`config.mk`:
```
export PLATFORM = sky130hd
export DESIGN_NAME = sdr_read_path
export DESIGN_NICKNAME = d
export VERILOG_FILES = /design/src/include/sdr_pkg.sv /design/src/logic/sdr_fifo.sv /design/src/logic/sdr_read_path.sv
export SDC_FILE = /design/constraint.sdc
export NUM_CORES = 1
export LEC_CHECK = 0
export BUFFER_PORTS_ARGS = -buffer_cell sky130_fd_sc_hd__buf_2
export CAP_MARGIN = 20
export CORE_ASPECT_RATIO = 1.2
export CORE_MARGIN = 4
export CORE_UTILIZATION = 55
export DETAILED_ROUTE_END_ITERATION = 12
export PLACE_DENSITY = 0.79
export SKIP_LAST_GASP = 1
export SLEW_MARGIN = 20
export SYNTH_ARGS = -nofsm -noshare
export SYNTH_HDL_FRONTEND = slang
export SYNTH_SLANG_ARGS = --single-unit
export TNS_END_PERCENT = 50
```
`constraint.sdc`:
```
create_clock -name i_clock -period 5.88 [get_ports i_clock]
set_clock_uncertainty 0.1 [all_clocks]
set_input_delay 0.588 -clock i_clock [delete_from_list [all_inputs] [get_ports i_clock]]
set_output_delay 0.588 -clock i_clock [all_outputs]
set_load 0.02 [all_outputs]
```
`src/include/sdr_pkg.sv`:
```
// What this block does
// - Write burst mode bit set makes writes single column; reads keep programmed length
// - ACTIVE to another bank accepted
// - Read with auto-precharge flag closes the row after the burst
// - First read element after CAS latency, then one per clock
// - Data lines float when a read burst completes
// - Full-page read runs until terminated, wrapping to column zero
// - New read truncates or follows earlier read seamlessly
// - Read accepted on any clock after a previous read
// - Byte mask suppresses read output with two-clock latency
// - Truncating write floats data lines if mask was active before
// - Byte mask applies to write input with zero latency
// - Burst terminate stops any read without auto-precharge, full-page included
// - Data lines driven and valid together from the same clock edge
// - Normal operation only with both operating mode bits zero
package sdr_pkg;
	localparam int COL_W = 8;
	localparam int ROW_W = 12;
	localparam int DATA_W = 16;
	localparam int BANKS = 4;
	localparam int FIFO_DEPTH = 4;
	localparam int AP_BIT = 10;
	// Mode field positions
	localparam int BL_LSB = 0;
	localparam int CL_LSB = 4;
	localparam int OPM_LOW = 7;
	localparam int OPM_HIGH = 8;
	localparam int WBM_BIT = 9;
	localparam logic [2:0] BL_FULL = 3'h7;
	localparam logic [2:0] CL_TWO = 3'h2;
	localparam logic [2:0] CL_THREE = 3'h3;
	localparam logic [1:0] MASK_LAT = 2'h2;
	// {cs_n, ras_n, cas_n, we_n}
	typedef enum logic [3:0] {
		SDR_CMD_MRS = 4'h0,
		SDR_CMD_REF = 4'h1,
		SDR_CMD_PRE = 4'h2,
		SDR_CMD_ACT = 4'h3,
		SDR_CMD_WR = 4'h4,
		SDR_CMD_RD = 4'h5,
		SDR_CMD_BST = 4'h6,
		SDR_CMD_NOP = 4'h7
	} sdr_cmd_t;
	localparam logic [11:0] MODE_RESET = 12'h000;
endpackage

```
`src/logic/sdr_fifo.sv`:
```
`timescale 1ns/10ps
module sdr_fifo #(
	parameter int WIDTH = 16,
	parameter int DEPTH = 4
) (
	input wire logic i_clock,
	input wire logic i_rst,
	input wire logic i_flush,
	input wire logic i_in_valid,
	output logic o_in_ready,
	input wire logic [WIDTH-1:0] i_in_data,
	output logic o_out_valid,
	input wire logic i_out_ready,
	output logic [WIDTH-1:0] o_out_data
);
	localparam int AW = $clog2(DEPTH);
	logic [WIDTH-1:0] mem [DEPTH];
	logic [AW-1:0] wr_ptr, rd_ptr, next_wr_ptr, next_rd_ptr;
	logic [AW:0] count, next_count;
	logic push, pop;

	always_comb
	begin
		o_in_ready = (count != (AW+1)'(DEPTH));
		o_out_valid = (count != '0);
		push = i_in_valid && o_in_ready;
		pop = o_out_valid && i_out_ready;
		next_wr_ptr = push ? AW'(wr_ptr + 1'b1) : wr_ptr;
		next_rd_ptr = pop ? AW'(rd_ptr + 1'b1) : rd_ptr;
		next_count = count + (AW+1)'(push) - (AW+1)'(pop);
		if (i_flush)
		begin
			next_wr_ptr = '0;
			next_rd_ptr = '0;
			next_count = '0;
		end
		o_out_data = mem[rd_ptr];
	end

	always_ff @(posedge i_clock or posedge i_rst)
	begin
		if (i_rst)
		begin
			wr_ptr <= '0;
			rd_ptr <= '0;
			count <= '0;
		end
		else
		begin
			wr_ptr <= next_wr_ptr;
			rd_ptr <= next_rd_ptr;
			count <= next_count;
		end
	end

	// Storage needs no reset
	always_ff @(posedge i_clock)
	begin
		if (push)
			mem[wr_ptr] <= i_in_data;
	end
endmodule

```
`src/logic/sdr_read_path.sv`:
```
`timescale 1ns/10ps
module sdr_read_path
	import sdr_pkg::*;
(
	input wire logic i_clock,
	input wire logic i_rst,
	input wire logic i_cs_n,
	input wire logic i_ras_n,
	input wire logic i_cas_n,
	input wire logic i_we_n,
	input wire logic [ROW_W-1:0] i_addr,
	input wire logic [1:0] i_bank,
	input wire logic i_dqm,
	input wire logic [DATA_W-1:0] i_rd_data,
	input wire logic i_rd_valid,
	output logic o_rd_ready,
	output logic [DATA_W-1:0] o_dq,
	output logic o_dq_oe_n,
	output logic o_col_req,
	output logic [1:0] o_col_bank,
	output logic [COL_W-1:0] o_col_addr,
	output logic o_wr_single,
	output logic o_wr_accept,
	output logic o_auto_pre,
	output logic [1:0] o_auto_pre_bank,
	output logic [BANKS-1:0] o_row_open,
	output logic o_normal_mode
);
	// Two-flop synchronisers on every command, address, bank and mask pin
	logic [3:0] cmd_s1, cmd_s2, next_cmd_s1, next_cmd_s2;
	logic [ROW_W-1:0] addr_s1, addr_s2, next_addr_s1, next_addr_s2;
	logic [1:0] bank_s1, bank_s2, next_bank_s1, next_bank_s2;
	logic dqm_s1, dqm_s2, next_dqm_s1, next_dqm_s2;

	always_comb
	begin
		next_cmd_s1 = {i_cs_n, i_ras_n, i_cas_n, i_we_n};
		next_cmd_s2 = cmd_s1;
		next_addr_s1 = i_addr;
		next_addr_s2 = addr_s1;
		next_bank_s1 = i_bank;
		next_bank_s2 = bank_s1;
		next_dqm_s1 = i_dqm;
		next_dqm_s2 = dqm_s1;
	end

	always_ff @(posedge i_clock or posedge i_rst)
	begin
		if (i_rst)
		begin
			cmd_s1 <= 4'hf;
			cmd_s2 <= 4'hf;
			addr_s1 <= '0;
			addr_s2 <= '0;
			bank_s1 <= '0;
			bank_s2 <= '0;
			dqm_s1 <= 1'b1;
			dqm_s2 <= 1'b1;
		end
		else
		begin
			cmd_s1 <= next_cmd_s1;
			cmd_s2 <= next_cmd_s2;
			addr_s1 <= next_addr_s1;
			addr_s2 <= next_addr_s2;
			bank_s1 <= next_bank_s1;
			bank_s2 <= next_bank_s2;
			dqm_s1 <= next_dqm_s1;
			dqm_s2 <= next_dqm_s2;
		end
	end

	sdr_cmd_t cmd;
	always_comb
	begin
		// Chip deselect reads as no operation
		cmd = cmd_s2[3] ? SDR_CMD_NOP : sdr_cmd_t'(cmd_s2);
	end

	// Mode, open rows, burst state
	logic [11:0] mode, next_mode;
	logic [BANKS-1:0] row_open, next_row_open;
	logic burst_on, next_burst_on;
	logic [COL_W-1:0] col, next_col;
	logic [8:0] left, next_left;
	logic [1:0] bank, next_bank;
	logic ap, next_ap;
	logic pre_pend, next_pre_pend;
	logic [1:0] pre_bank, next_pre_bank;
	logic [8:0] blen;
	logic [COL_W-1:0] wrap_mask;

	always_comb
	begin
		unique case (mode[BL_LSB +: 3])
			3'h0: blen = 9'h001;
			3'h1: blen = 9'h002;
			3'h2: blen = 9'h004;
			3'h3: blen = 9'h008;
			default: blen = 9'h000;
		endcase
		wrap_mask = (mode[BL_LSB +: 3] == BL_FULL) ? 8'hff : COL_W'(blen - 9'h001);
		o_normal_mode = !mode[OPM_LOW] && !mode[OPM_HIGH];
		o_wr_single = mode[WBM_BIT];
		next_mode = mode;
		next_row_open = row_open;
		next_burst_on = burst_on;
		next_col = col;
		next_left = left;
		next_bank = bank;
		next_ap = ap;
		next_pre_pend = 1'b0;
		next_pre_bank = pre_bank;
		o_col_req = 1'b0;
		if (burst_on)
		begin
			o_col_req = 1'b1;
			next_col = (col & ~wrap_mask) | ((col + 8'h01) & wrap_mask);
			if (mode[BL_LSB +: 3] != BL_FULL)
			begin
				next_left = left - 9'h001;
				if (left == 9'h001)
				begin
					next_burst_on = 1'b0;
					next_pre_pend = ap;
					next_pre_bank = bank;
					if (ap)
						next_row_open[bank] = 1'b0;
				end
			end
		end
		unique case (cmd)
			SDR_CMD_MRS: next_mode = addr_s2;
			SDR_CMD_ACT: next_row_open[bank_s2] = 1'b1;
			SDR_CMD_PRE:
			begin
				if (addr_s2[AP_BIT])
					next_row_open = '0;
				else
					next_row_open[bank_s2] = 1'b0;
				if (!addr_s2[AP_BIT] && bank_s2 == bank && !ap)
					next_burst_on = 1'b0;
			end
			SDR_CMD_BST:
			begin
				if (!ap)
					next_burst_on = 1'b0;
			end
			SDR_CMD_WR: next_burst_on = 1'b0;
			SDR_CMD_RD:
			begin
				if (o_normal_mode)
				begin
					next_burst_on = 1'b1;
					next_col = addr_s2[COL_W-1:0];
					next_bank = bank_s2;
					next_ap = addr_s2[AP_BIT];
					next_left = blen;
				end
			end
			default:
			begin
			end
		endcase
	end

	always_ff @(posedge i_clock or posedge i_rst)
	begin
		if (i_rst)
		begin
			mode <= MODE_RESET;
			row_open <= '0;
			burst_on <= 1'b0;
			col <= '0;
			left <= '0;
			bank <= '0;
			ap <= 1'b0;
			pre_pend <= 1'b0;
			pre_bank <= '0;
		end
		else
		begin
			mode <= next_mode;
			row_open <= next_row_open;
			burst_on <= next_burst_on;
			col <= next_col;
			left <= next_left;
			bank <= next_bank;
			ap <= next_ap;
			pre_pend <= next_pre_pend;
			pre_bank <= next_pre_bank;
		end
	end

	always_comb
	begin
		o_col_bank = bank;
		o_col_addr = col;
		o_row_open = row_open;
		o_auto_pre = pre_pend;
		o_auto_pre_bank = pre_bank;
	end

	// Output pipe: array data enters FIFO, leaves at CAS latency
	logic [DATA_W-1:0] fifo_data;
	logic fifo_valid;
	logic pop;
	logic [2:0] lat_pipe, next_lat_pipe;
	logic [1:0] mask_pipe, next_mask_pipe;
	logic dq_on, next_dq_on;
	logic [DATA_W-1:0] dq, next_dq;
	logic wr_cut;
	logic cut_tail, next_cut_tail;
	logic fifo_flush;

	sdr_fifo #(
		.WIDTH(DATA_W),
		.DEPTH(FIFO_DEPTH)
	) u_fifo (
		.i_clock(i_clock),
		.i_rst(i_rst),
		.i_flush(fifo_flush),
		.i_in_valid(i_rd_valid),
		.o_in_ready(o_rd_ready),
		.i_in_data(i_rd_data),
		.o_out_valid(fifo_valid),
		.i_out_ready(pop),
		.o_out_data(fifo_data)
	);

	always_comb
	begin
		// Pipe stage k set when column issued k+1 cycles ago
		next_lat_pipe = {lat_pipe[1:0], o_col_req};
		wr_cut = (cmd == SDR_CMD_WR);
		// Word fetched just before the cut still lands a cycle later
		next_cut_tail = wr_cut;
		fifo_flush = wr_cut || cut_tail;
		if (wr_cut)
			next_lat_pipe = '0;
		next_mask_pipe = {mask_pipe[0], dqm_s2};
		// One cycle of array fetch, then CL-1 more; the FIFO takes the slack
		pop = (mode[CL_LSB +: 3] == CL_THREE) ? lat_pipe[2] : lat_pipe[1];
		next_dq_on = pop && fifo_valid && !mask_pipe[MASK_LAT-1] && !wr_cut;
		next_dq = (pop && fifo_valid) ? fifo_data : dq;
		if (!next_dq_on)
			next_dq = dq;
	end

	always_ff @(posedge i_clock or posedge i_rst)
	begin
		if (i_rst)
		begin
			lat_pipe <= '0;
			mask_pipe <= '0;
			dq_on <= 1'b0;
			dq <= '0;
			cut_tail <= 1'b0;
		end
		else
		begin
			lat_pipe <= next_lat_pipe;
			mask_pipe <= next_mask_pipe;
			dq_on <= next_dq_on;
			dq <= next_dq;
			cut_tail <= next_cut_tail;
		end
	end

	// Input mask has no latency; cutting a live read needs the mask a cycle ahead
	logic wr_live;
	logic wr_ok;
	always_comb
	begin
		wr_live = burst_on || (lat_pipe != '0);
		wr_ok = !wr_live || mask_pipe[0];
		o_wr_accept = wr_cut && o_normal_mode && !dqm_s2 && wr_ok;
	end

	always_comb
	begin
		o_dq = dq;
		o_dq_oe_n = !dq_on;
	end
endmodule

```
==> out/metrics.yaml, run 1 <==
layout:
  final_nets: 543
  final_common_cell: "dfrtp_1"
  layout_common_cells: "92 x dfrtp_1, 75 x buf_2, 64 x edfxtp_1"
  fin_area_sq_um: 7660
  multi_input_area_sq_um: 1860
  fillers: 821
  syn_to_final_growth_pct: 17.2
  regArea_sq_um: 4510
  drive_gt1_share_pct: 33.3
clock_tree:
  cts_sinks: 167
  cts_tree: "done"
  h-tree-depth: 4
  cts_made_buffers: 17
  holdBufCountCts: 0
  cts_resized: 0
  clock_latency_ns: 0.42
  clk_pin_slew_ns: 0.06
  clock_path_buffers: 2
  clockRootBuffer: "clkbuf_16"
  post_cts_buffers: 0
detailed_routing:
  drtIter0Drc: 186
  viasPerCell: 5.46
  drcViolationCount: 0
  vias: 3629
  first_pass_iters: 4
  routedWlPerCell_um: 17.6
  routed_wirelength_um: 11700
  drtAntennaViolNets: 0
timing:
  fmax_mhz: 366
  setup_violations: 0
  worstMarginPinSlew_ns: 1.06
  rsz0062_at_grt: "false"
  max_slew_margin_pct: 28.6
  fin_crit_sh_pct: 46.4
  slew_viol_final: 0
  setup_ws_ns: 3.15
  finalCriticalPeriod_ns: 2.73
  setup_tns_ns: 0
  hold_viol: 0
setup_path:
  crit_chain: "nor4b_4 -> nor4bb_1 -> buf_2"
  crit_required_ns: 5.19
  worstPathArrival_ns: 2.04
  cp_max_fo: 7
  crit_family: "simple AND/OR/NAND/NOR gates"
  cpMaxStageDelayCell: "dfstp_2"
  crit_buf_inv: 1
  cp-end-kind: "primary output"
  cpPeakStageDelay_ns: 0.59
  path_class: "reg -> out"
  cp-start-kind: "register"
placement:
  placed_cell_area_sq_um: 7020
  port-buffer-count: 75
  finalWeightedCongestion: 0.804
  pre_cts_ws_ns: 3.29
  dp_hpwl_um: 7610
logic_synthesis:
  syn_avg_cell_area_sq_um: 15.7
  synth_cell_type_count: 54
  ys_ff_latch: 167
  syn-cell-area_sq_um: 6540
  synth_warnings: 0
  syn-num-nets: 464
  syn_inst: 415
  ys_seq_area_share_pct: 69.0
  yosys_most_used_dff: "dfrtp_1"
  async_flop_share_pct: 61.7
  synth_edf_count: 64
floorplanning:
  die_width_um: 108
  die_h_um: 127
  start_util_pct: 56.2
  boundaryPins: 77
  die_area_sq_um: 13700
  rows: 43
  core_area_sq_um: 11600
pwr:
  peakVddDrop_v: 0.000336
  pwr_density_cell_nw_per_um2: 501
  p_leak_nw: 3.18
  finalPower_mw: 3.83
run_status:
  outcome: "finished, final reports clean"
grt:
  antenna_found_initial: 1
  grt_pass1_vias: 3992
  overflow: 0
  grt_util_all_layers_pct: 19.0
  grt_pass1_wl_um: 19800
  grt_max_degree: 59
hold_path:
  hp-class: "in -> async"
flow_run:
  drv_cap: 0
## flip-flops by register name, summed over array words and instances, names as in the netlist, 2 cells and up
| register | flops |
|---|---|
| u_fifo.wr_ptr | 2 |
| o_row_open | 4 |
| u_fifo.rd_ptr | 2 |
| u_fifo.count | 3 |
| mode | 9 |
| o_col_bank | 2 |
| left | 9 |
| o_dq | 16 |
| o_auto_pre_bank | 2 |
| addr_s1 | 11 |
| u_fifo.mem | 64 |
| bank_s2 | 2 |
| addr_s2 | 11 |
| cmd_s2 | 4 |
| o_col_addr | 8 |
| bank_s1 | 2 |
| cmd_s1 | 4 |
| lat_pipe | 3 |
| mask_pipe | 2 |
## Yosys cell counts, types with 2 or more instances
cell / number / area, sq um
a21oi_1: 12 / 60.1
a31oi_1: 2 / 12.5
and2_1: 6 / 37.5
buf_2: 3 / 15.0
buf_4: 2 / 15.0
clkbuf_1: 8 / 30.0
dfrtp_1: 93 / 2330
dfstp_2: 10 / 263
edfxtp_1: 64 / 1920
ha_1: 10 / 125
inv_1: 16 / 60.1
mux2_2: 20 / 225
mux2_4: 9 / 135
mux2i_1: 2 / 20.0
mux4_2: 16 / 360
nand2_1: 19 / 71.3
nand3_1: 5 / 25.0
nand4_1: 8 / 50.1
nor2_1: 24 / 90.1
nor2b_1: 5 / 31.3
nor3_1: 5 / 25.0
nor3b_1: 2 / 15.0
nor4_1: 4 / 25.0
nor4b_1: 4 / 35.0
nor4bb_1: 2 / 20.0
o21ai_0: 15 / 75.1
or3_1: 5 / 31.3
xnor2_1: 9 / 78.8
xor2_1: 10 / 87.6
## logic make-up (layout without fill, tap and decap cells)
kind of cell / Yosys count / in the layout / synth area share [%]
AO/OA/AOI/OAI: 37 / 37 / 3.33
flip-flops: 167 / 167 / 69.0
AND/OR/NAND/NOR: 102 / 102 / 9.08
multiplexers: 47 / 47 / 11.3
buffers and inverters: 32 / 124 / 2.45
other: 0 / 1 / 0
XOR/XNOR: 19 / 19 / 2.55
adder cells (fa/ha/maj): 11 / 11 / 2.22
## report_power, final
part | internal, mW | switching [mW] | total (mW)
sequential | 1.50 | 0.244 | 1.74
clock | 0.754 | 0.429 | 1.18
combinational | 0.434 | 0.471 | 0.906
total | 2.69 | 1.14 | 3.83
## area by class of cell
cell class                      instances  area share [%]
Sequential cell                       167            58.9
Clock buffer                           20            5.70
Tap cell                              157            2.57
Antenna cell                            1          0.0327
Multi-Input combinational cell        216            24.3
Clock inverter                         12            2.61
Timing Repair Buffer                   76            5.00
Inverter                               16           0.817
## worst reg2reg max path, stage by stage, from the launching register on
cell and delay, ns:
dfrtp_1 0.39, or4bb_4 0.56, o211ai_2 0.10, inv_1 0.07, ha_1 0.27, inv_1 0.06
ha_1 0.13, inv_1 0.05, fa_1 0.37, xor2_1 0.18, xnor2_1 0.14, nor2_1 0.07
## metal layers
| metal | vias to the layer above | global-route usage, % | part of all wire, % |
|---|---|---|---|
| li1 | 1674 | - | - |
| met1 | 1827 | 23.6 | 41 |
| met2 | 114 | 31.0 | 53 |
| met3 | 14 | 5.05 | 4.5 |
| met4 | 0 | 8.99 | 1.4 |
| met5 | - | 0 | 0 |
## final timing paths
| path | from | to | slack [ns] | depth (start not counted) |
|---|---|---|---|---|
| max in group asynchronous | i_rst | u_fifo.rd_ptr[0]$_DFFE_PP0P_ | 4.40 | 3 |
| min | i_rst | o_dq[13]$_DFFE_PP0P_ | 0.12 | 2 |
| min in group i_clock | i_cs_n | cmd_s1[3]$_DFF_PP1_ | 0.17 | 1 |
| min reg2reg | addr_s1[6]$_DFF_PP0_ | addr_s2[6]$_DFF_PP0_ | 0.25 | 0 |
| max | cmd_s2[2]$_DFF_PP1_ | o_wr_accept | 3.15 | 3 |
| max reg2reg | mode[6]$_DFFE_PP0N_ | u_fifo.count[2]$_DFF_PP0_ | 3.28 | 11 |
## per-stage QoR
stage	util, %	instances	hold WS (ns)
6_report	65.9	665	0.122
5_1_grt	65.9	665	0.144
4_1_cts	65.9	664	0.134
3_5_place_dp	60.4	632	0.235
3_3_place_gp	60.4	632	0.233
2_1_floorplan	-	415	0.231
Power figures use the tool's default switching activity.
==> run 2, diff against run 1 <==
ABC_AREA = 1   (was not set)
CORE_UTILIZATION = 52   (was 55)
PLACE_DENSITY = 0.78   (was 0.79)
clock period = 2.2 ns   (was 5.88 ns; I/O delays follow)
==> out/metrics.yaml, run 2 <==
detailed_routing:
  drcViolationCount: 0  # unchanged
  dr_wl_met3_um: 644  # +22%
  routedWlPerCell_um: 15.2  # -14%
  first_pass_iters: 4  # unchanged
  drtIter0Drc: 306  # +65%
  vias: 4783  # +32%
  wl_met1_um: 5500  # +15%
  routed_wirelength_um: 14000  # +19%
  routed-wl-met2_um: 7630  # +22%
  drtAntennaViolNets: 0  # unchanged
  top_layer: "met4"
  viasPerCell: 5.19  # -4.8%
clock_tree:
  clk_pin_slew_ns: 0.06  # about the same
  clock_path_buffers: 2  # unchanged
  h-tree-depth: 4  # unchanged
  cts_tree: "done"
  cts_sinks: 167  # unchanged
  cts_made_buffers: 17  # unchanged
  clock_latency_ns: 0.43  # about the same
  clockRootBuffer: "clkbuf_16"
floorplanning:
  die_width_um: 112  # +4.3%
  die_h_um: 133  # +4.3%
  rows: 45  # +4.7%
  boundaryPins: 77  # unchanged
  die_area_sq_um: 14900  # +8.8%
  start_util_pct: 53.4  # -2.9 points
  core_area_sq_um: 12700  # +9.0%
layout:
  final_common_cell: "nand2_1"
  fillers: 949  # +16%
  regMostFlops: "u_fifo.mem"
  drive_gt1_share_pct: 22.9  # -10 points
  insertedDiodeCount: 0  # -1
  largest_register_ffs: 64  # unchanged
  syn_to_final_growth_pct: 23.0
  layout_common_cells: "162 x nand2_1, 93 x dfrtp_1, 75 x buf_2"
  final_nets: 793  # +46%
grt:
  antenna_found_initial: 0  # -1
  grt_max_degree: 50  # -15%
  grt_pass1_vias: 4913  # +23%
  grt_pass1_wl_um: 23200  # +17%
  overflow: 0  # unchanged
  grt_util_all_layers_pct: 19.8  # +0.84 points
logic_synthesis:
  synth_cell_type_count: 39  # -28%
  synth_top_area_share_pct: 34.4  # -1.2 points
  syn-cell-area_sq_um: 6760  # +3.4%
  synth_xor_area_share_pct: 1.17  # -1.4 points
  yosysMostFrequentCell: "nand2_1"
  syn_inst: 618  # +49%
  synth_edf_count: 64  # unchanged
  async_flop_share_pct: 61.7  # unchanged
  ys_ff_latch: 167  # unchanged
  synth_warnings: 0  # unchanged
  synth_fa_ha_area_share_pct: 2.15  # -0.074 points
  synth_top_family_by_area: "simple AND/OR/NAND/NOR gates"
  yosys_most_used_dff: "dfrtp_1"
  syn_avg_cell_area_sq_um: 10.9  # -31%
  synth_compound_gate_area_share_pct: 6.03  # +2.7 points
  ys_seq_area_share_pct: 66.7  # -2.3 points
  synthSimpleGateAreaFrac_pct: 18.1  # +9.0 points
  synth_area_leaders: "dfrtp_1 34%, edfxtp_1 28%, nand2_1 9.0%"
  syn-num-nets: 667  # +44%
  synth.mux.area_fraction_pct: 0.944  # -10 points
  yosysTopAreaCell: "dfrtp_1"
  ys_top_cells_by_count: "162 x nand2_1, 93 x dfrtp_1, 64 x edfxtp_1"
placement:
  pre_cts_ws_ns: -0.120  # -3.42 ns
  finalWeightedCongestion: 0.849  # +5.6%
  dp_hpwl_um: 8950  # +18%
  port-buffer-count: 75  # unchanged
timing:
  hold_viol: 0  # unchanged
  fmax_mhz: 460
  worstMarginPinSlew_ns: 0.673  # -0.389 ns
  setup_violations: 0  # unchanged
  max_slew_margin_pct: 55.0  # +26 points
  fin_crit_sh_pct: 98.9
  fin_hold_ws_ns: 0.148  # +0.0260 ns
  rsz0062_at_grt: "true"
  setup_tns_ns: 0  # unchanged
  slew_viol_final: 0  # unchanged
  setup_ws_ns: 0.0239  # -3.13 ns
  finalCriticalPeriod_ns: 2.18
hold_path:
  min_path_cells: 3
  hp-start: "i_rd_valid"
  min_to: "u_fifo.wr_ptr[1]$_DFFE_PP0P_"
  hp-class: "in -> reg"
setup_path:
  path_class: "reg -> reg"
  rr_startpoint: "mode[6]$_DFFE_PP0N_"
  cp-start-kind: "register"
  regToRegSetupSlack_ns: 0.02  # -3.26 ns
  worstPathArrival_ns: 2.44  # +0.40 ns
  cp-end-kind: "register"
  crit_required_ns: 2.46  # -2.73 ns
  timing.rr.end: "u_fifo.count[2]$_DFF_PP0_"
  cp_max_fo: 2  # -5
  r2r_cells: 12  # +1
run_status:
  outcome: "finished, final reports clean"
pwr:
  switchingPower_mw: 3.68  # +220%
  p_leak_nw: 3.81  # +20%
  pwr_density_cell_nw_per_um2: 1240  # +150%
  clkPwrFrac_pct: 28.2  # -2.7 points
  seqPwrFrac_pct: 42.5  # -3.0 points
  switching_share_pct: 35.9  # +6.0 points
  power.internal_mw: 6.59  # +150%
  peakVddDrop_v: 0.000776  # +130%
  comb_power_share_pct: 29.2  # +5.6 points
flow_run:
  drv_cap: 0  # unchanged
-- run 2: logic make-up (layout without fill, tap and decap cells) --
kind of cell,count (synthesis),in the layout
buffers and inverters,77,216
flip-flops,167,167
AO/OA/AOI/OAI,65,65
XOR/XNOR,9,9
AND/OR/NAND/NOR,284,284
adder cells (fa/ha/maj),11,11
multiplexers,5,5
-- run 2: critical path, stage by stage (launching register included) --
cell	delay [ns]
dfrtp_1	0.37
clkinv_1	0.05
nand3_1	0.10
o21ai_2	0.18
nand2_1	0.08
inv_1	0.08
ha_1	0.23
inv_1	0.06
ha_1	0.14
inv_1	0.05
fa_1	0.38
xor2_1	0.17
nor2_1	0.10
-- run 2: what timing repair did --
item,in CTS,in global routing
resized for setup,2,0
setup endpoints to repair,3,3
buffers inserted,0,2
hold buffers,35,0
hold endpoints to repair,102,0
pin swaps,0,2
-- run 2: how the worst max path moves through the flow --
stage                        startpoint                         to  slack, ns  depth (start not counted)
global route        mode[6]$_DFFE_PP0N_  u_fifo.count[2]$_DFF_PP0_      -0.09                         12
finish              mode[6]$_DFFE_PP0N_  u_fifo.count[2]$_DFF_PP0_       0.02                         12
floorplan           mode[6]$_DFFE_PP0N_  u_fifo.count[2]$_DFF_PP0_       0.09                         12
global placement    mode[6]$_DFFE_PP0N_  u_fifo.count[2]$_DFF_PP0_      0.006                         12
CTS                 mode[6]$_DFFE_PP0N_  u_fifo.count[2]$_DFF_PP0_      -0.05                         12
detailed placement  mode[6]$_DFFE_PP0N_  u_fifo.count[2]$_DFF_PP0_      -0.12                         12
-- run 2: layout make-up --
type	instances	area (sq um)	share of cell area [%]
Tap cell	164	205	2.47
Clock inverter	15	161	1.94
Inverter	59	225	2.71
Timing Repair Buffer	125	863	10.4
Multi-Input combinational cell	374	1930	23.1
Sequential cell	167	4510	54.2
Clock buffer	17	425	5.11
-- run 2: per-layer routing --
metal,up-vias,track usage [%]
met2,134,35.8
met1,2343,22.2
li1,2286,-
met4,0,8.22
met3,20,4.89
met5,-,0
-- run 2: power by group through the flow --
stage	combinational [mW]	clock [mW]	sequential, mW
after floorplan	1.79	0	4.62
after global placement	2.80	0	4.36
after detailed placement	2.93	0	4.41
after CTS	3.01	2.95	4.36
after global routing	3.35	3.12	4.44
final	3.01	2.90	4.37
-- run 2: per-stage QoR --
step | utilization, % | cells | power, mW | instance area [sq um]
floorplan | - | 618 | 6.40 | 6760
global placement | 58.1 | 852 | 7.16 | 7360
detailed placement | 58.1 | 852 | 7.34 | 7360
CTS | 65.5 | 919 | 10.3 | 8300
global route | 65.7 | 921 | 10.9 | 8320
finish | 65.7 | 921 | 10.3 | 8320
